$ cat src/verilog/radio_cfg_pkg.sv
/*
  Shared constants and types for the radio configuration register subset:
  register offsets, field positions, reset values, access commands,
  decode enums and the register access carrier.
  Assumes a single 100 MHz clock domain for every user.
*/
`default_nettype none

package radio_cfg_pkg;

  // ----------------------------------------------------------------------
  // Register offsets
  // ----------------------------------------------------------------------
  localparam logic [4:0] ADDR_ADDRESS_WIDTH_SETUP = 5'h03;
  localparam logic [4:0] ADDR_RETRANSMIT_SETUP = 5'h04;
  localparam logic [4:0] ADDR_RADIO_CHANNEL = 5'h05;
  localparam logic [4:0] ADDR_RADIO_SETUP = 5'h06;

  // ----------------------------------------------------------------------
  // Field positions
  // ----------------------------------------------------------------------
  localparam int ADDR_LEN_LSB = 0;        // Address length, 2 bits
  localparam int RETRY_LIMIT_LSB = 0;     // Retry limit, 4 bits
  localparam int RETRY_DELAY_LSB = 4;     // Retry delay, 4 bits
  localparam int CHANNEL_LSB = 0;         // Channel, 7 bits
  localparam int TX_POWER_LSB = 1;        // Transmit power, 2 bits
  localparam int RATE_HIGH_BIT = 3;
  localparam int FORCE_LOCK_BIT = 4;
  localparam int RATE_LOW_BIT = 5;
  localparam int CARRIER_TEST_BIT = 7;

  // ----------------------------------------------------------------------
  // Reset values
  // ----------------------------------------------------------------------
  localparam logic [1:0] RST_ADDR_LEN = 2'h3;
  localparam logic [3:0] RST_RETRY_DELAY = 4'h0;
  localparam logic [3:0] RST_RETRY_LIMIT = 4'h3;
  localparam logic [6:0] RST_CHANNEL = 7'h02;
  localparam logic RST_CARRIER_TEST = 1'b0;
  localparam logic RST_RATE_LOW = 1'b0;
  localparam logic RST_FORCE_LOCK = 1'b0;
  localparam logic RST_RATE_HIGH = 1'b1;
  localparam logic [1:0] RST_TX_POWER = 2'h3;

  // ----------------------------------------------------------------------
  // Serial access commands (top three bits of the command byte)
  // ----------------------------------------------------------------------
  localparam logic [2:0] CMD_READ_REG = 3'h0;
  localparam logic [2:0] CMD_WRITE_REG = 3'h1;

  // ----------------------------------------------------------------------
  // Timing
  // ----------------------------------------------------------------------
  localparam int CLK_MHZ = 100;           // mclk rate in MHz
  localparam int RETRY_STEP_US = 250;     // Retry delay step in us
  localparam int RETRY_STEP_CYCLES = RETRY_STEP_US * CLK_MHZ;
  localparam int WAIT_W = 20;             // Holds 16 steps of 25000

  // ----------------------------------------------------------------------
  // Types
  // ----------------------------------------------------------------------
  typedef enum logic [1:0] {
    RATE_1M = 2'b00,
    RATE_2M = 2'b01,
    RATE_250K = 2'b10,
    RATE_RESERVED = 2'b11
  } rate_e;

  typedef enum logic [1:0] {
    PWR_M18DBM = 2'b00,
    PWR_M12DBM = 2'b01,
    PWR_M6DBM = 2'b10,
    PWR_0DBM = 2'b11
  } power_e;

  typedef enum logic [0:0] {
    RETRY_IDLE = 1'b0,
    RETRY_WAIT = 1'b1
  } retry_state_e;

  // Register write request from the serial port
  typedef struct packed {
    logic wr;
    logic [4:0] addr;
    logic [7:0] wdata;
  } reg_req_s;

endpackage

`default_nettype wire

$ cat src/verilog/radio_addr_retry_rate_config.sv
/*
  Radio configuration register subset: address width, retransmission
  delay and limit, channel, and data rate / power / test setup. Holds
  the settings, decodes them for the link layer, times retransmissions
  and keeps the lost-packet counter.
  Assumes the controller reaches the registers only through the serial
  register commands and that link events are one-cycle mclk pulses.
*/
// What this block does
// - Address width code selects 3, 4, 5 bytes
// - Short addresses use least significant bytes only
// - Retry wait is 250 us steps after transmission
// - Retry limit 0 disables, 1-15 retries allowed
// - Seven-bit channel field selects radio channel
// - Carrier test bit alone enables unmodulated carrier
// - Low rate bit selects 250 kbps always
// - Force lock bit forces lock indication active
// - High rate bit ignored when low set
// - Rate pair decodes 1M, 2M, 250k, 250k (low bit wins)
// - Power field selects -18, -12, -6, 0 dBm
// - Access only through serial register read, write
// - Undefined register bits always read zero
// - Channel write clears lost packet counter
`timescale 1ns/1ps
`default_nettype none

module radio_addr_retry_rate_config #(
  parameter int RETRY_STEP_CYCLES = radio_cfg_pkg::RETRY_STEP_CYCLES
) (
  input wire logic mclk,
  input wire logic rst_b,
  input wire logic spi_csn_b,
  input wire logic spi_sck,
  input wire logic spi_mosi,
  output logic spi_miso,
  output logic spi_miso_oe,
  input wire logic tx_done,
  input wire logic ack_ok,
  output logic [2:0] addr_bytes,
  output logic [4:0] addr_byte_enable,
  output logic [6:0] channel,
  output logic carrier_test_enable,
  output logic force_lock,
  output radio_cfg_pkg::rate_e data_rate,
  output radio_cfg_pkg::power_e tx_power_level,
  output logic retransmit_go,
  output logic retry_exhausted,
  output logic [3:0] retry_count,
  output logic [3:0] lost_packet_count
);

  // ----------------------------------------------------------------------
  // Serial register port
  // ----------------------------------------------------------------------
  radio_cfg_pkg::reg_req_s req;   // One-cycle write request
  logic [4:0] rd_addr;            // Address being read
  logic [7:0] rd_data;            // Read mux result

  spi_reg_port u_port (
    .mclk(mclk),
    .rst_b(rst_b),
    .spi_csn_b(spi_csn_b),
    .spi_sck(spi_sck),
    .spi_mosi(spi_mosi),
    .spi_miso(spi_miso),
    .spi_miso_oe(spi_miso_oe),
    .req(req),
    .rd_addr(rd_addr),
    .rd_data(rd_data)
  );

  // ----------------------------------------------------------------------
  // Register storage
  // ----------------------------------------------------------------------
  logic [1:0] addr_length_field, next_addr_length_field;
  logic [3:0] retry_delay, next_retry_delay;
  logic [3:0] retry_limit, next_retry_limit;
  logic [6:0] radio_channel, next_radio_channel;
  logic rate_low_select, next_rate_low_select;
  logic rate_high_select, next_rate_high_select;
  logic force_lock_bit, next_force_lock_bit;
  logic carrier_bit, next_carrier_bit;
  logic [1:0] tx_power_field, next_tx_power_field;
  logic chan_write;               // Channel register written

  // Decode writes; reserved bits are dropped, fields hold otherwise
  always_comb begin
    next_addr_length_field = addr_length_field;
    next_retry_delay = retry_delay;
    next_retry_limit = retry_limit;
    next_radio_channel = radio_channel;
    next_rate_low_select = rate_low_select;
    next_rate_high_select = rate_high_select;
    next_force_lock_bit = force_lock_bit;
    next_carrier_bit = carrier_bit;
    next_tx_power_field = tx_power_field;
    chan_write = 1'b0;
    if (req.wr) begin
      unique case (req.addr)
        radio_cfg_pkg::ADDR_ADDRESS_WIDTH_SETUP: begin
          next_addr_length_field =
            req.wdata[radio_cfg_pkg::ADDR_LEN_LSB +: 2];
        end
        radio_cfg_pkg::ADDR_RETRANSMIT_SETUP: begin
          next_retry_delay =
            req.wdata[radio_cfg_pkg::RETRY_DELAY_LSB +: 4];
          next_retry_limit =
            req.wdata[radio_cfg_pkg::RETRY_LIMIT_LSB +: 4];
        end
        radio_cfg_pkg::ADDR_RADIO_CHANNEL: begin
          next_radio_channel =
            req.wdata[radio_cfg_pkg::CHANNEL_LSB +: 7];
          chan_write = 1'b1;
        end
        radio_cfg_pkg::ADDR_RADIO_SETUP: begin
          next_carrier_bit = req.wdata[radio_cfg_pkg::CARRIER_TEST_BIT];
          next_rate_low_select = req.wdata[radio_cfg_pkg::RATE_LOW_BIT];
          next_force_lock_bit = req.wdata[radio_cfg_pkg::FORCE_LOCK_BIT];
          next_rate_high_select = req.wdata[radio_cfg_pkg::RATE_HIGH_BIT];
          next_tx_power_field =
            req.wdata[radio_cfg_pkg::TX_POWER_LSB +: 2];
        end
        default: begin
          // Other addresses belong to other blocks
        end
      endcase
    end
  end

  // Store fields; reset restores every default
  always_ff @(posedge mclk or negedge rst_b) begin
    if (!rst_b) begin
      addr_length_field <= radio_cfg_pkg::RST_ADDR_LEN;
      retry_delay <= radio_cfg_pkg::RST_RETRY_DELAY;
      retry_limit <= radio_cfg_pkg::RST_RETRY_LIMIT;
      radio_channel <= radio_cfg_pkg::RST_CHANNEL;
      rate_low_select <= radio_cfg_pkg::RST_RATE_LOW;
      rate_high_select <= radio_cfg_pkg::RST_RATE_HIGH;
      force_lock_bit <= radio_cfg_pkg::RST_FORCE_LOCK;
      carrier_bit <= radio_cfg_pkg::RST_CARRIER_TEST;
      tx_power_field <= radio_cfg_pkg::RST_TX_POWER;
    end else begin
      addr_length_field <= next_addr_length_field;
      retry_delay <= next_retry_delay;
      retry_limit <= next_retry_limit;
      radio_channel <= next_radio_channel;
      rate_low_select <= next_rate_low_select;
      rate_high_select <= next_rate_high_select;
      force_lock_bit <= next_force_lock_bit;
      carrier_bit <= next_carrier_bit;
      tx_power_field <= next_tx_power_field;
    end
  end

  // ----------------------------------------------------------------------
  // Read mux
  // ----------------------------------------------------------------------
  // Only defined fields are placed; everything else stays zero
  always_comb begin
    rd_data = 8'h00;
    unique case (rd_addr)
      radio_cfg_pkg::ADDR_ADDRESS_WIDTH_SETUP: begin
        rd_data[radio_cfg_pkg::ADDR_LEN_LSB +: 2] = addr_length_field;
      end
      radio_cfg_pkg::ADDR_RETRANSMIT_SETUP: begin
        rd_data[radio_cfg_pkg::RETRY_DELAY_LSB +: 4] = retry_delay;
        rd_data[radio_cfg_pkg::RETRY_LIMIT_LSB +: 4] = retry_limit;
      end
      radio_cfg_pkg::ADDR_RADIO_CHANNEL: begin
        rd_data[radio_cfg_pkg::CHANNEL_LSB +: 7] = radio_channel;
      end
      radio_cfg_pkg::ADDR_RADIO_SETUP: begin
        rd_data[radio_cfg_pkg::CARRIER_TEST_BIT] = carrier_bit;
        rd_data[radio_cfg_pkg::RATE_LOW_BIT] = rate_low_select;
        rd_data[radio_cfg_pkg::FORCE_LOCK_BIT] = force_lock_bit;
        rd_data[radio_cfg_pkg::RATE_HIGH_BIT] = rate_high_select;
        rd_data[radio_cfg_pkg::TX_POWER_LSB +: 2] = tx_power_field;
      end
      default: begin
        // Unmapped here: reads as zero
      end
    endcase
  end

  // ----------------------------------------------------------------------
  // Setting decode for the link layer
  // ----------------------------------------------------------------------
  // Illegal code 00 gives zero bytes so the link refuses to run on it
  always_comb begin
    unique case (addr_length_field)
      2'b01: addr_bytes = 3'h3;
      2'b10: addr_bytes = 3'h4;
      2'b11: addr_bytes = 3'h5;
      default: addr_bytes = 3'h0;
    endcase
    // Enabled bytes are always the low ones of a stored address
    addr_byte_enable = 5'(((1 << addr_bytes) - 1));
  end

  // Low rate bit wins; high bit only matters when low is clear
  always_comb begin
    if (rate_low_select) begin
      data_rate = radio_cfg_pkg::RATE_250K;
    end else if (rate_high_select) begin
      data_rate = radio_cfg_pkg::RATE_2M;
    end else begin
      data_rate = radio_cfg_pkg::RATE_1M;
    end
  end

  assign channel = radio_channel;
  assign carrier_test_enable = carrier_bit;
  assign force_lock = force_lock_bit;
  assign tx_power_level = radio_cfg_pkg::power_e'(tx_power_field);

  // ----------------------------------------------------------------------
  // Retransmission timer and lost-packet counter
  // ----------------------------------------------------------------------
  radio_cfg_pkg::retry_state_e state, next_state;
  logic [radio_cfg_pkg::WAIT_W-1:0] wait_cnt, next_wait_cnt;
  logic [3:0] next_retry_count, next_lost_count;
  logic next_retransmit_go, next_retry_exhausted;
  logic lost_event;

  // Wait of (code + 1) steps, minus the cycle that loads it
  function automatic logic [radio_cfg_pkg::WAIT_W-1:0] wait_load(
    input logic [3:0] code
  );
    wait_load = radio_cfg_pkg::WAIT_W'(
      (int'(code) + 1) * RETRY_STEP_CYCLES - 1);
  endfunction

  // Retry sequencing: wait starts at the end of each transmission
  always_comb begin
    next_state = state;
    next_wait_cnt = wait_cnt;
    next_retry_count = retry_count;
    next_retransmit_go = 1'b0;
    next_retry_exhausted = 1'b0;
    lost_event = 1'b0;
    unique case (state)
      radio_cfg_pkg::RETRY_IDLE: begin
        if (tx_done) begin
          next_state = radio_cfg_pkg::RETRY_WAIT;
          next_wait_cnt = wait_load(retry_delay);
        end
      end
      radio_cfg_pkg::RETRY_WAIT: begin
        if (ack_ok) begin
          // Acknowledged: packet done, retries start over
          next_state = radio_cfg_pkg::RETRY_IDLE;
          next_retry_count = 4'h0;
        end else if (wait_cnt != '0) begin
          next_wait_cnt = wait_cnt - 1'b1;
        end else if (retry_count < retry_limit) begin
          next_state = radio_cfg_pkg::RETRY_IDLE;
          next_retransmit_go = 1'b1;
          next_retry_count = retry_count + 4'h1;
        end else begin
          // Limit reached, or zero limit: give the packet up
          next_state = radio_cfg_pkg::RETRY_IDLE;
          next_retry_exhausted = 1'b1;
          next_retry_count = 4'h0;
          lost_event = 1'b1;
        end
      end
    endcase
  end

  // Lost count saturates at 15; a loss in the clearing cycle still counts
  always_comb begin
    next_lost_count = lost_packet_count;
    if (chan_write) begin
      next_lost_count = lost_event ? 4'h1 : 4'h0;
    end else if (lost_event && lost_packet_count != 4'hF) begin
      next_lost_count = lost_packet_count + 4'h1;
    end
  end

  // Register the retry and loss state
  always_ff @(posedge mclk or negedge rst_b) begin
    if (!rst_b) begin
      state <= radio_cfg_pkg::RETRY_IDLE;
      wait_cnt <= '0;
      retry_count <= 4'h0;
      lost_packet_count <= 4'h0;
      retransmit_go <= 1'b0;
      retry_exhausted <= 1'b0;
    end else begin
      state <= next_state;
      wait_cnt <= next_wait_cnt;
      retry_count <= next_retry_count;
      lost_packet_count <= next_lost_count;
      retransmit_go <= next_retransmit_go;
      retry_exhausted <= next_retry_exhausted;
    end
  end

endmodule // radio_addr_retry_rate_config

`default_nettype wire

$ cat src/verilog/spi_reg_port.sv
/*
  Serial register access port: mode 0 slave, MSB first. First byte is
  the command (read or write plus 5-bit address), following bytes are
  data. Emits a one-cycle write request per data byte and shifts out
  the addressed register on reads.
  Assumes pins are asynchronous to mclk and sck is far slower than mclk.
*/
`timescale 1ns/1ps
`default_nettype none

module spi_reg_port (
  input wire logic mclk,
  input wire logic rst_b,
  input wire logic spi_csn_b,
  input wire logic spi_sck,
  input wire logic spi_mosi,
  output logic spi_miso,
  output logic spi_miso_oe,
  output radio_cfg_pkg::reg_req_s req,
  output logic [4:0] rd_addr,
  input wire logic [7:0] rd_data
);

  // ----------------------------------------------------------------------
  // Pin synchronisers and filtered levels
  // ----------------------------------------------------------------------
  logic [2:0] csn_s, sck_s, mosi_s;   // Three-stage chains
  logic csn_f, sck_f, mosi_f;         // Accepted levels
  logic next_csn_f, next_sck_f, next_mosi_f;

  // A level counts only once stages two and three agree
  always_comb begin
    next_csn_f = (csn_s[1] == csn_s[2]) ? csn_s[2] : csn_f;
    next_sck_f = (sck_s[1] == sck_s[2]) ? sck_s[2] : sck_f;
    next_mosi_f = (mosi_s[1] == mosi_s[2]) ? mosi_s[2] : mosi_f;
  end

  // Register the chains and levels
  always_ff @(posedge mclk or negedge rst_b) begin
    if (!rst_b) begin
      csn_s <= 3'h7;
      sck_s <= 3'h0;
      mosi_s <= 3'h0;
      csn_f <= 1'b1;
      sck_f <= 1'b0;
      mosi_f <= 1'b0;
    end else begin
      csn_s <= {csn_s[1:0], spi_csn_b};
      sck_s <= {sck_s[1:0], spi_sck};
      mosi_s <= {mosi_s[1:0], spi_mosi};
      csn_f <= next_csn_f;
      sck_f <= next_sck_f;
      mosi_f <= next_mosi_f;
    end
  end

  // ----------------------------------------------------------------------
  // Byte framing and command decode
  // ----------------------------------------------------------------------
  logic sck_rise, sck_fall;
  logic [2:0] bit_cnt, next_bit_cnt;     // Bit within the byte
  logic in_data, next_in_data;           // Past the command byte
  logic is_write, next_is_write;
  logic load_rd, next_load_rd;           // Reload shifter next cycle
  logic [4:0] addr, next_addr;
  logic [6:0] shift_in, next_shift_in;
  logic [7:0] shift_out, next_shift_out;
  radio_cfg_pkg::reg_req_s next_req;
  logic [7:0] full_byte;

  assign sck_rise = next_sck_f & ~sck_f;
  assign sck_fall = ~next_sck_f & sck_f;
  assign full_byte = {shift_in, mosi_f};

  // Next state of the framing logic
  always_comb begin
    next_bit_cnt = bit_cnt;
    next_in_data = in_data;
    next_is_write = is_write;
    next_load_rd = 1'b0;
    next_addr = addr;
    next_shift_in = shift_in;
    next_shift_out = shift_out;
    next_req = '0;
    next_req.addr = addr;
    next_req.wdata = req.wdata;
    if (load_rd) begin
      // Read data fetched one cycle after the address settles
      next_shift_out = rd_data;
    end
    if (csn_f) begin
      // Deselected: frame restarts at the command byte
      next_bit_cnt = 3'h0;
      next_in_data = 1'b0;
      next_shift_out = 8'h00;
    end else if (sck_rise) begin
      next_shift_in = full_byte[6:0];
      next_bit_cnt = 3'(bit_cnt + 3'h1);
      if (bit_cnt == 3'h7) begin
        if (!in_data) begin
          // Command byte: other codes write nothing; their data bytes reload the shifter as a read does
          next_in_data = 1'b1;
          next_addr = full_byte[4:0];
          next_is_write = (full_byte[7:5] == radio_cfg_pkg::CMD_WRITE_REG);
          next_load_rd = (full_byte[7:5] == radio_cfg_pkg::CMD_READ_REG);
        end else if (is_write) begin
          next_req.wr = 1'b1;
          next_req.wdata = full_byte;
        end else begin
          next_load_rd = 1'b1;
        end
      end
    end else if (sck_fall && bit_cnt != 3'h0) begin
      // Shift after the first bit; the MSB is already on the pin
      next_shift_out = {shift_out[6:0], 1'b0};
    end
  end

  // Register the framing state
  always_ff @(posedge mclk or negedge rst_b) begin
    if (!rst_b) begin
      bit_cnt <= 3'h0;
      in_data <= 1'b0;
      is_write <= 1'b0;
      load_rd <= 1'b0;
      addr <= 5'h00;
      shift_in <= 7'h00;
      shift_out <= 8'h00;
      req <= '0;
    end else begin
      bit_cnt <= next_bit_cnt;
      in_data <= next_in_data;
      is_write <= next_is_write;
      load_rd <= next_load_rd;
      addr <= next_addr;
      shift_in <= next_shift_in;
      shift_out <= next_shift_out;
      req <= next_req;
    end
  end

  assign rd_addr = addr;
  assign spi_miso = shift_out[7];
  assign spi_miso_oe = ~csn_f;   // Released while deselected

endmodule // spi_reg_port

`default_nettype wire
$ cat config.mk
export PLATFORM = sky130hd
export DESIGN_NAME = radio_addr_retry_rate_config
export DESIGN_NICKNAME = d
export VERILOG_FILES = /design/src/verilog/radio_cfg_pkg.sv /design/src/verilog/radio_addr_retry_rate_config.sv /design/src/verilog/spi_reg_port.sv
export SDC_FILE = /design/constraint.sdc
export NUM_CORES = 1
export LEC_CHECK = 0
export CAP_MARGIN = 20
export CELL_PAD_IN_SITES_DETAIL_PLACEMENT = 1
export CELL_PAD_IN_SITES_GLOBAL_PLACEMENT = 2
export CORE_MARGIN = 2
export CORE_UTILIZATION = 30
export CTS_BUF_LIST = sky130_fd_sc_hd__clkbuf_4 sky130_fd_sc_hd__clkbuf_8
export DETAILED_ROUTE_END_ITERATION = 16
export DONT_BUFFER_PORTS = 1
export GPL_TIMING_DRIVEN = 1
export HOLD_SLACK_MARGIN = 0.06
export PLACE_DENSITY_LB_ADDON = 0.1
export SLEW_MARGIN = 5
export SYNTH_ARGS = -nofsm -noshare
export SYNTH_HDL_FRONTEND = slang
export SYNTH_SLANG_ARGS = --single-unit
$ cat constraint.sdc
create_clock -name mclk -period 5.5 [get_ports mclk]
set_input_delay 0.55 -clock mclk [delete_from_list [all_inputs] [get_ports mclk]]
set_output_delay 0.55 -clock mclk [all_outputs]
set_load 0.01 [all_outputs]
==> results of run 1 <==
-- kinds of logic after synthesis --
group	after synthesis	share of synthesized area, %
AND/OR/NAND/NOR	253	21.5
AO/OA/AOI/OAI	143	15.0
flip-flops	106	42.8
buffers and inverters	53	3.61
adder cells (fa/ha/maj)	41	8.27
multiplexers	29	5.18
XOR/XNOR	23	3.47
other	1	0.0602
-- sequential cells by signal (all words and copies together) (netlist names), 5 cells and up --
name	flops
u_port.shift_in	7
u_port.req	14
channel	7
wait_cnt	20
u_port.rd_addr	5
u_port.shift_out	8
-- worst max-delay path: stages, from the launching register on --
cell	delay, ns
dfrtp_1	0.58
ha_1	0.29
xor2_1	0.41
ha_1	0.30
xor2_1	0.16
ha_1	0.25
ha_1	0.28
ha_1	0.39
and3b_1	0.27
o211ai_1	0.37
o211ai_1	0.26
nor3b_4	0.33
a21oi_2	0.10
o311a_1	0.35
nor3_1	0.16
-- per-layer routing --
layer  part of all wire [%]  wire length [um]  up-vias
met3                    3.8               630       13
met5                      0                 0        -
met4                    1.3               214        0
met1                     51              8580     2384
met2                     44              7330       63
li1                       -                 -     2283
-- synth_stat cells, types with 6 or more instances --
master    instances
clkbuf_1         17
a22oi_1           8
or3_1             7
nor3b_1           7
dfstp_2          12
nand3_1          17
ha_1             38
nand4b_1          6
buf_4             6
nor3_1           17
a211oi_1          6
and2_1            6
nand2_1          89
xnor2_1          12
inv_1            23
nand2b_1          9
nor2_1           45
dfrtp_1          94
o21ai_0          35
mux2_2           26
nor2b_1          11
or2_2             8
xor2_1            9
a21oi_1          36
-- final cells by class --
cell class,count,area [um^2]
fill,2336,13600
multi-input combinational,490,3340
sequential,106,2670
tap,270,338
clock buffer,10,131
clock inverter,6,114
inverter,25,93.8
timing repair buffer,3,42.5
-- worst paths after layout --
check | start | to | slack, ns
hold / removal | rst_b | state | 0.06
max in group asynchronous | rst_b | u_port.bit_cnt[1] | 4.96
hold reg to reg | u_port.csn_s[0] | u_port.csn_s[1] | 0.36
min in group mclk | spi_csn_b | u_port.csn_s[0] | 0.15
setup reg to reg | retry_delay[0] | wait_cnt[17] | 0.92
setup / recovery | retry_delay[0] | wait_cnt[17] | 0.92
-- report_power, final --
part	leakage [nW]	internal (mW)	total [mW]	switching, mW
sequential	1.35	0.843	0.912	0.0691
combinational	1.52	0.0770	0.189	0.112
clock	0.122	0.310	0.594	0.284
total	2.99	1.23	1.70	0.465
-- what timing repair did --
item / in CTS / in global routing
hold buffers: 1 / 0
buffers inserted: 0 / 0
endpoints found under the setup margin: 0 / 0
endpoints found under the hold margin: 106 / 0
-- metrics by stage --
step                      std cells  cell area (um^2)  utilization, %
final                           910              6730            33.1
after global placement          893              6460            31.8
after CTS                       910              6730            33.1
after detailed placement        893              6460            31.8
after floorplan                 649              6230               -
after global routing            910              6730            33.1
==> impl_metrics.py, run 1 <==
metrics = {
    "run_status": {
        "status": "completed",
    },
    "power": {
        "fin_total_pwr_mw": 1.70,
        "vdd_drop_max_mv": 0.136,
        "leakagePower_nw": 2.99,
        "p_per_area_mw_per_mm2": 252,
    },
    "detailed_routing": {
        "num_vias": 4743,
        "wire_per_inst_um": 18.4,
        "via_per_inst": 5.21,
        "drt_pass1_iterations": 4,
        "drc_errors": 0,
        "postRouteAntennaNets": 0,
        "drt_wl_total_mm": 16.7,
        "drt_iter0_drc": 248,
    },
    "job": {
        "maxCapViolCount": 0,
    },
    "sta": {
        "skew_ns": 0.0181,
        "holdWs_ns": 0.0581,
        "setup-violations-final": 0,
        "grt_setup_unrepaired": "false",
        "timing.fmax_mhz": 218,
        "hold_viol_final": 0,
        "setup_ws_ns": 0.919,
        "slew_headroom_pct": 38.9,
        "final.min_clock_period_ns": 4.58,
        "setup_tns_ns": 0,
        "worst_pin_slew_ns": 0.910,
        "fin_crit_sh_pct": 83.3,
        "maxSlewViolCount": 0,
    },
    "die": {
        "die_h_um": 148,
        "rows": 52,
        "core_mm2": 0.0203,
        "die-area_mm2": 0.0219,
        "start_util_pct": 30.7,
        "fp.dieW_um": 148,
        "ioPinCount": 40,
    },
    "cts": {
        "numCtsBuffers": 9,
        "clk_latency_ns": 0.39,
        "cts_num_sinks": 106,
        "clk_pin_slew_worst_paths_ns": 0.10,
        "cts_resized": 0,
        "clk_path_buf_depth": 2,
        "cts_tree": "yes",
        "cts-root-buf": "clkbuf_8",
        "h-tree-depth": 3,
    },
    "setup_path": {
        "start_kind": "register",
        "critPathKind": "register to register",
        "cp_max_fo": 9,
        "rr_worst_depth": 14,
        "required_ns": 5.81,
        "arrival_ns": 4.89,
        "end_kind": "register",
    },
    "synth": {
        "synth_seq_cells": 106,
        "async_flop_share_pct": 100,
        "yosysUniqueCellTypes": 79,
        "syn_area_mm2": 0.00623,
        "yosysWarnings": 0,
        "synth_top_area_share_pct": 37.8,
        "synthesis.instances": 649,
        "syn_nets": 695,
        "synth_flop_cell": "dfrtp_1",
        "synth_edf_count": 0,
        "avgSynthCellArea_um2": 9.60,
        "netlist.top_cell.by_area": "dfrtp_1",
        "synth_area_leaders": "dfrtp_1, ha_1, nand2_1",
        "seq_area_frac_synth_pct": 42.8,
    },
    "cells_and_area": {
        "drive_above_1_share_pct": 13.6,
        "area_delta_synth_final_pct": 8.01,
        "diodes": 0,
        "nets": 681,
        "final_cell_mix": "dfrtp_1, nand2_1, nor2_1, ha_1, a21oi_1",
        "final_common_cell": "dfrtp_1",
    },
    "place": {
        "gp_congestion": 0.786,
        "io_buffers": 0,
        "hpwl_mm": 12.5,
        "place_ws_ns": 0.936,
    },
    "hold_path": {
        "hold_path_class": "primary input to asynchronous set/reset pin",
    },
    "global_route": {
        "busiest_layer": "met2",
        "grt_use_met3_pct": 3.53,
        "met2_usage_pct": 23.9,
        "grt_max_degree": 107,
        "grt_pass1_vias": 4844,
        "grt_pass1_wl_mm": 27.3,
        "antenna_found_initial": 0,
        "grt-ovfl-total": 0,
        "groute.usage.overall_pct": 15.9,
        "use_met1_pct": 23.3,
    },
}
No activity file was read; power rests on OpenSTA's default activity.
==> run 2: changes to the inputs <==
==> constraint.sdc (replaced) <==
create_clock -name mclk -period 3.8 [get_ports mclk]
set_input_delay 0.38 -clock mclk [delete_from_list [all_inputs] [get_ports mclk]]
set_output_delay 0.38 -clock mclk [all_outputs]
set_load 0.01 [all_outputs]
==> run 2 against run 1 <==
  * The run now ends with negative setup slack left
  * Critical path depth grew 3
  * Clock power is 17% higher
  * Core utilization increased by 4.3 points
  * Critical endpoint unchanged
  * Largest power group unchanged
==> impl_metrics.py, run 2 (synthesis results as in run 1) <==
metrics = {
    "die": {
        "ioPinCount": 40,
        "start_util_pct": 30.7,
        "die_h_um": 148,
        "core_mm2": 0.0203,
        "rows": 52,
        "fp.dieW_um": 148,
        "die-area_mm2": 0.0219,
    },
    "setup_path": {
        "cp_cell_sequence": "buf_6 > nand3_4 > xnor2_4 > buf_6 > buf_6 > xor2_2 > ha_1 > ha_4 > ha_4 > a211o_4 > nand4_1 > o311ai_2 > buf_4 > nor3b_4 > a21oi_2 > o311a_1 > nor3_2",
        "slowest_stage": "dfrtp_1",
        "end_kind": "register",
        "arrival_ns": 4.14,
        "required_ns": 4.11,
        "worst_path_most_repeated_cell": "buf_6",
        "critPathKind": "register to register",
        "rr_worst_depth": 17,
        "crit_path_max_incr_delay_ns": 0.44,
        "critPathTopFamily": "compound AO/OA/AOI/OAI gates",
        "worst-path-buf-inv": 4,
        "start_kind": "register",
        "path_depth": 17,
        "cp_max_fo": 5,
    },
    "global_route": {
        "grt_pass1_vias": 5146,
        "groute.usage.overall_pct": 16.7,
        "grt-ovfl-total": 0,
        "antenna_found_initial": 0,
        "grt_pass1_wl_mm": 28.7,
        "grt_max_degree": 107,
    },
    "place": {
        "placedCellCount": 938,
        "hpwl_mm": 13.1,
        "placed_area_mm2": 0.00683,
        "io_buffers": 0,
        "gp_congestion": 0.792,
    },
    "cells_and_area": {
        "largest_reg_flops": 20,
        "final_common_cell": "dfrtp_1",
        "area_delta_synth_final_pct": 21.9,
        "final_cell_mix": "dfrtp_1, nand2_1, buf_4, nor2_1, a21oi_1",
        "diodes": 0,
        "top_register": "wait_cnt",
        "drive_above_1_share_pct": 26.3,
        "multi_input_area_mm2": 0.00372,
        "stdcell_area_mm2": 0.00760,
        "fin_util_pct": 37.4,
        "top_regs": "wait_cnt: 20 flops, u_port.req: 14 flops, u_port.shift_out: 8 flops",
        "final_cell_count_no_fill": 977,
        "regArea_mm2": 0.00267,
        "nets": 748,
        "nFillCells": 2321,
    },
    "power": {
        "leakagePower_nw": 3.31,
        "vdd_drop_max_mv": 0.167,
        "p_per_area_mw_per_mm2": 302,
        "fin_total_pwr_mw": 2.30,
    },
    "detailed_routing": {
        "wire_per_inst_um": 18.4,
        "via_per_inst": 5.12,
        "drt_pass1_iterations": 4,
        "postRouteAntennaNets": 0,
        "drt_iter0_drc": 261,
        "num_vias": 5001,
        "drt_wl_total_mm": 18.0,
        "drc_errors": 0,
    },
    "cts": {
        "clk_pin_slew_worst_paths_ns": 0.12,
        "clk_latency_ns": 0.39,
        "numCtsBuffers": 9,
        "clk_path_buf_depth": 2,
        "h-tree-depth": 3,
        "cts_tree": "yes",
        "cts_num_sinks": 106,
        "cts-root-buf": "clkbuf_8",
    },
    "sta": {
        "grt_setup_unrepaired": "true",
        "holdWs_ns": 0.224,
        "worst_pin_slew_ns": 0.813,
        "skew_ns": 0.0164,
        "setup-violations-final": 1,
        "timing.fmax_mhz": 261,
        "fin_crit_sh_pct": 101,
        "final.min_clock_period_ns": 3.83,
        "setup_ws_ns": -0.0293,
        "slew_headroom_pct": 45.5,
        "hold_viol_final": 0,
        "maxSlewViolCount": 0,
    },
    "job": {
        "maxCapViolCount": 0,
    },
    "hold_path": {
        "min_delay_path_depth": 2,
        "hold_path_class": "primary input to register",
    },
    "run_status": {
        "status": "finished, violations left",
        "violations": "negative setup slack",
    },
}
-- run 2: cell types whose count changed in the layout (fill, tap and decap cells not counted), moves of 3 or more --
cell           change
bufinv_16          -3
ha_1              -13
ha_4              +12
o21ai_0            -3
dlygate4sd3_1      +5
buf_4             +55
buf_6              +7
-- run 2: worst paths after layout --
path	slack [ns]	end	startpoint
worst min-delay path	0.22	lost_packet_count[0]	ack_ok
min in group asynchronous	0.54	state	rst_b
worst max-delay path	-0.03	wait_cnt[17]	retry_delay[0]
worst max register to register	-0.03	wait_cnt[17]	retry_delay[0]
max in group asynchronous	2.78	retry_delay[0]	rst_b
worst min register to register	0.36	u_port.mosi_s[1]	u_port.mosi_s[0]
-- run 2: where the power goes --
| part | switching [mW] | internal (mW) | total [mW] |
|---|---|---|---|
| sequential | 0.103 | 1.22 | 1.32 |
| clock | 0.444 | 0.251 | 0.695 |
| combinational | 0.158 | 0.121 | 0.279 |
| total | 0.704 | 1.59 | 2.30 |
-- run 2: what timing repair did --
item | in CTS | in global routing
endpoints found under the setup margin | 7 | 8
endpoints found under the hold margin | 110 | 0
gates resized for setup | 24 | 37
buffers inserted | 7 | 10
cloned | 0 | 0
pin swaps | 15 | 26
hold buffers | 6 | 0
-- run 2: stage by stage --
step,setup TNS [ns],worst slack (ns)
after CTS,-0.00840,-0.00840
after detailed placement,-0.909,-0.193
after global placement,-0.286,-0.0828
final,-0.0293,-0.0293
after floorplan,0,0.00906
after global routing,-0.677,-0.195
-- run 2: worst reg2reg max path, stage by stage (launching register included) --
cell	delay (ns)
dfrtp_1	0.44
buf_6	0.14
nand3_4	0.09
xnor2_4	0.23
buf_6	0.13
buf_6	0.09
xor2_2	0.13
ha_1	0.27
ha_4	0.29
ha_4	0.23
a211o_4	0.36
nand4_1	0.12
o311ai_2	0.12
buf_4	0.18
nor3b_4	0.29
a21oi_2	0.12
o311a_1	0.38
nor3_2	0.15
-- run 2: area by class of cell --
type / instances / area share [%]
sequential: 106 / 35.1
timing repair buffer: 70 / 7.69
clock inverter: 7 / 0.857
clock buffer: 9 / 1.63
multi-input combinational: 490 / 49.0
tap: 270 / 4.45
inverter: 25 / 1.28
-- run 2: metal layers --
| metal | track usage (%) | part of all wire (%) | vias to the layer above |
|---|---|---|---|
| li1 | - | - | 2404 |
| met5 | 0 | 0 | - |
| met1 | 23.9 | 49 | 2526 |
| met2 | 25.9 | 47 | 62 |
| met4 | 3.38 | 0.81 | 0 |
| met3 | 3.77 | 3.7 | 9 |
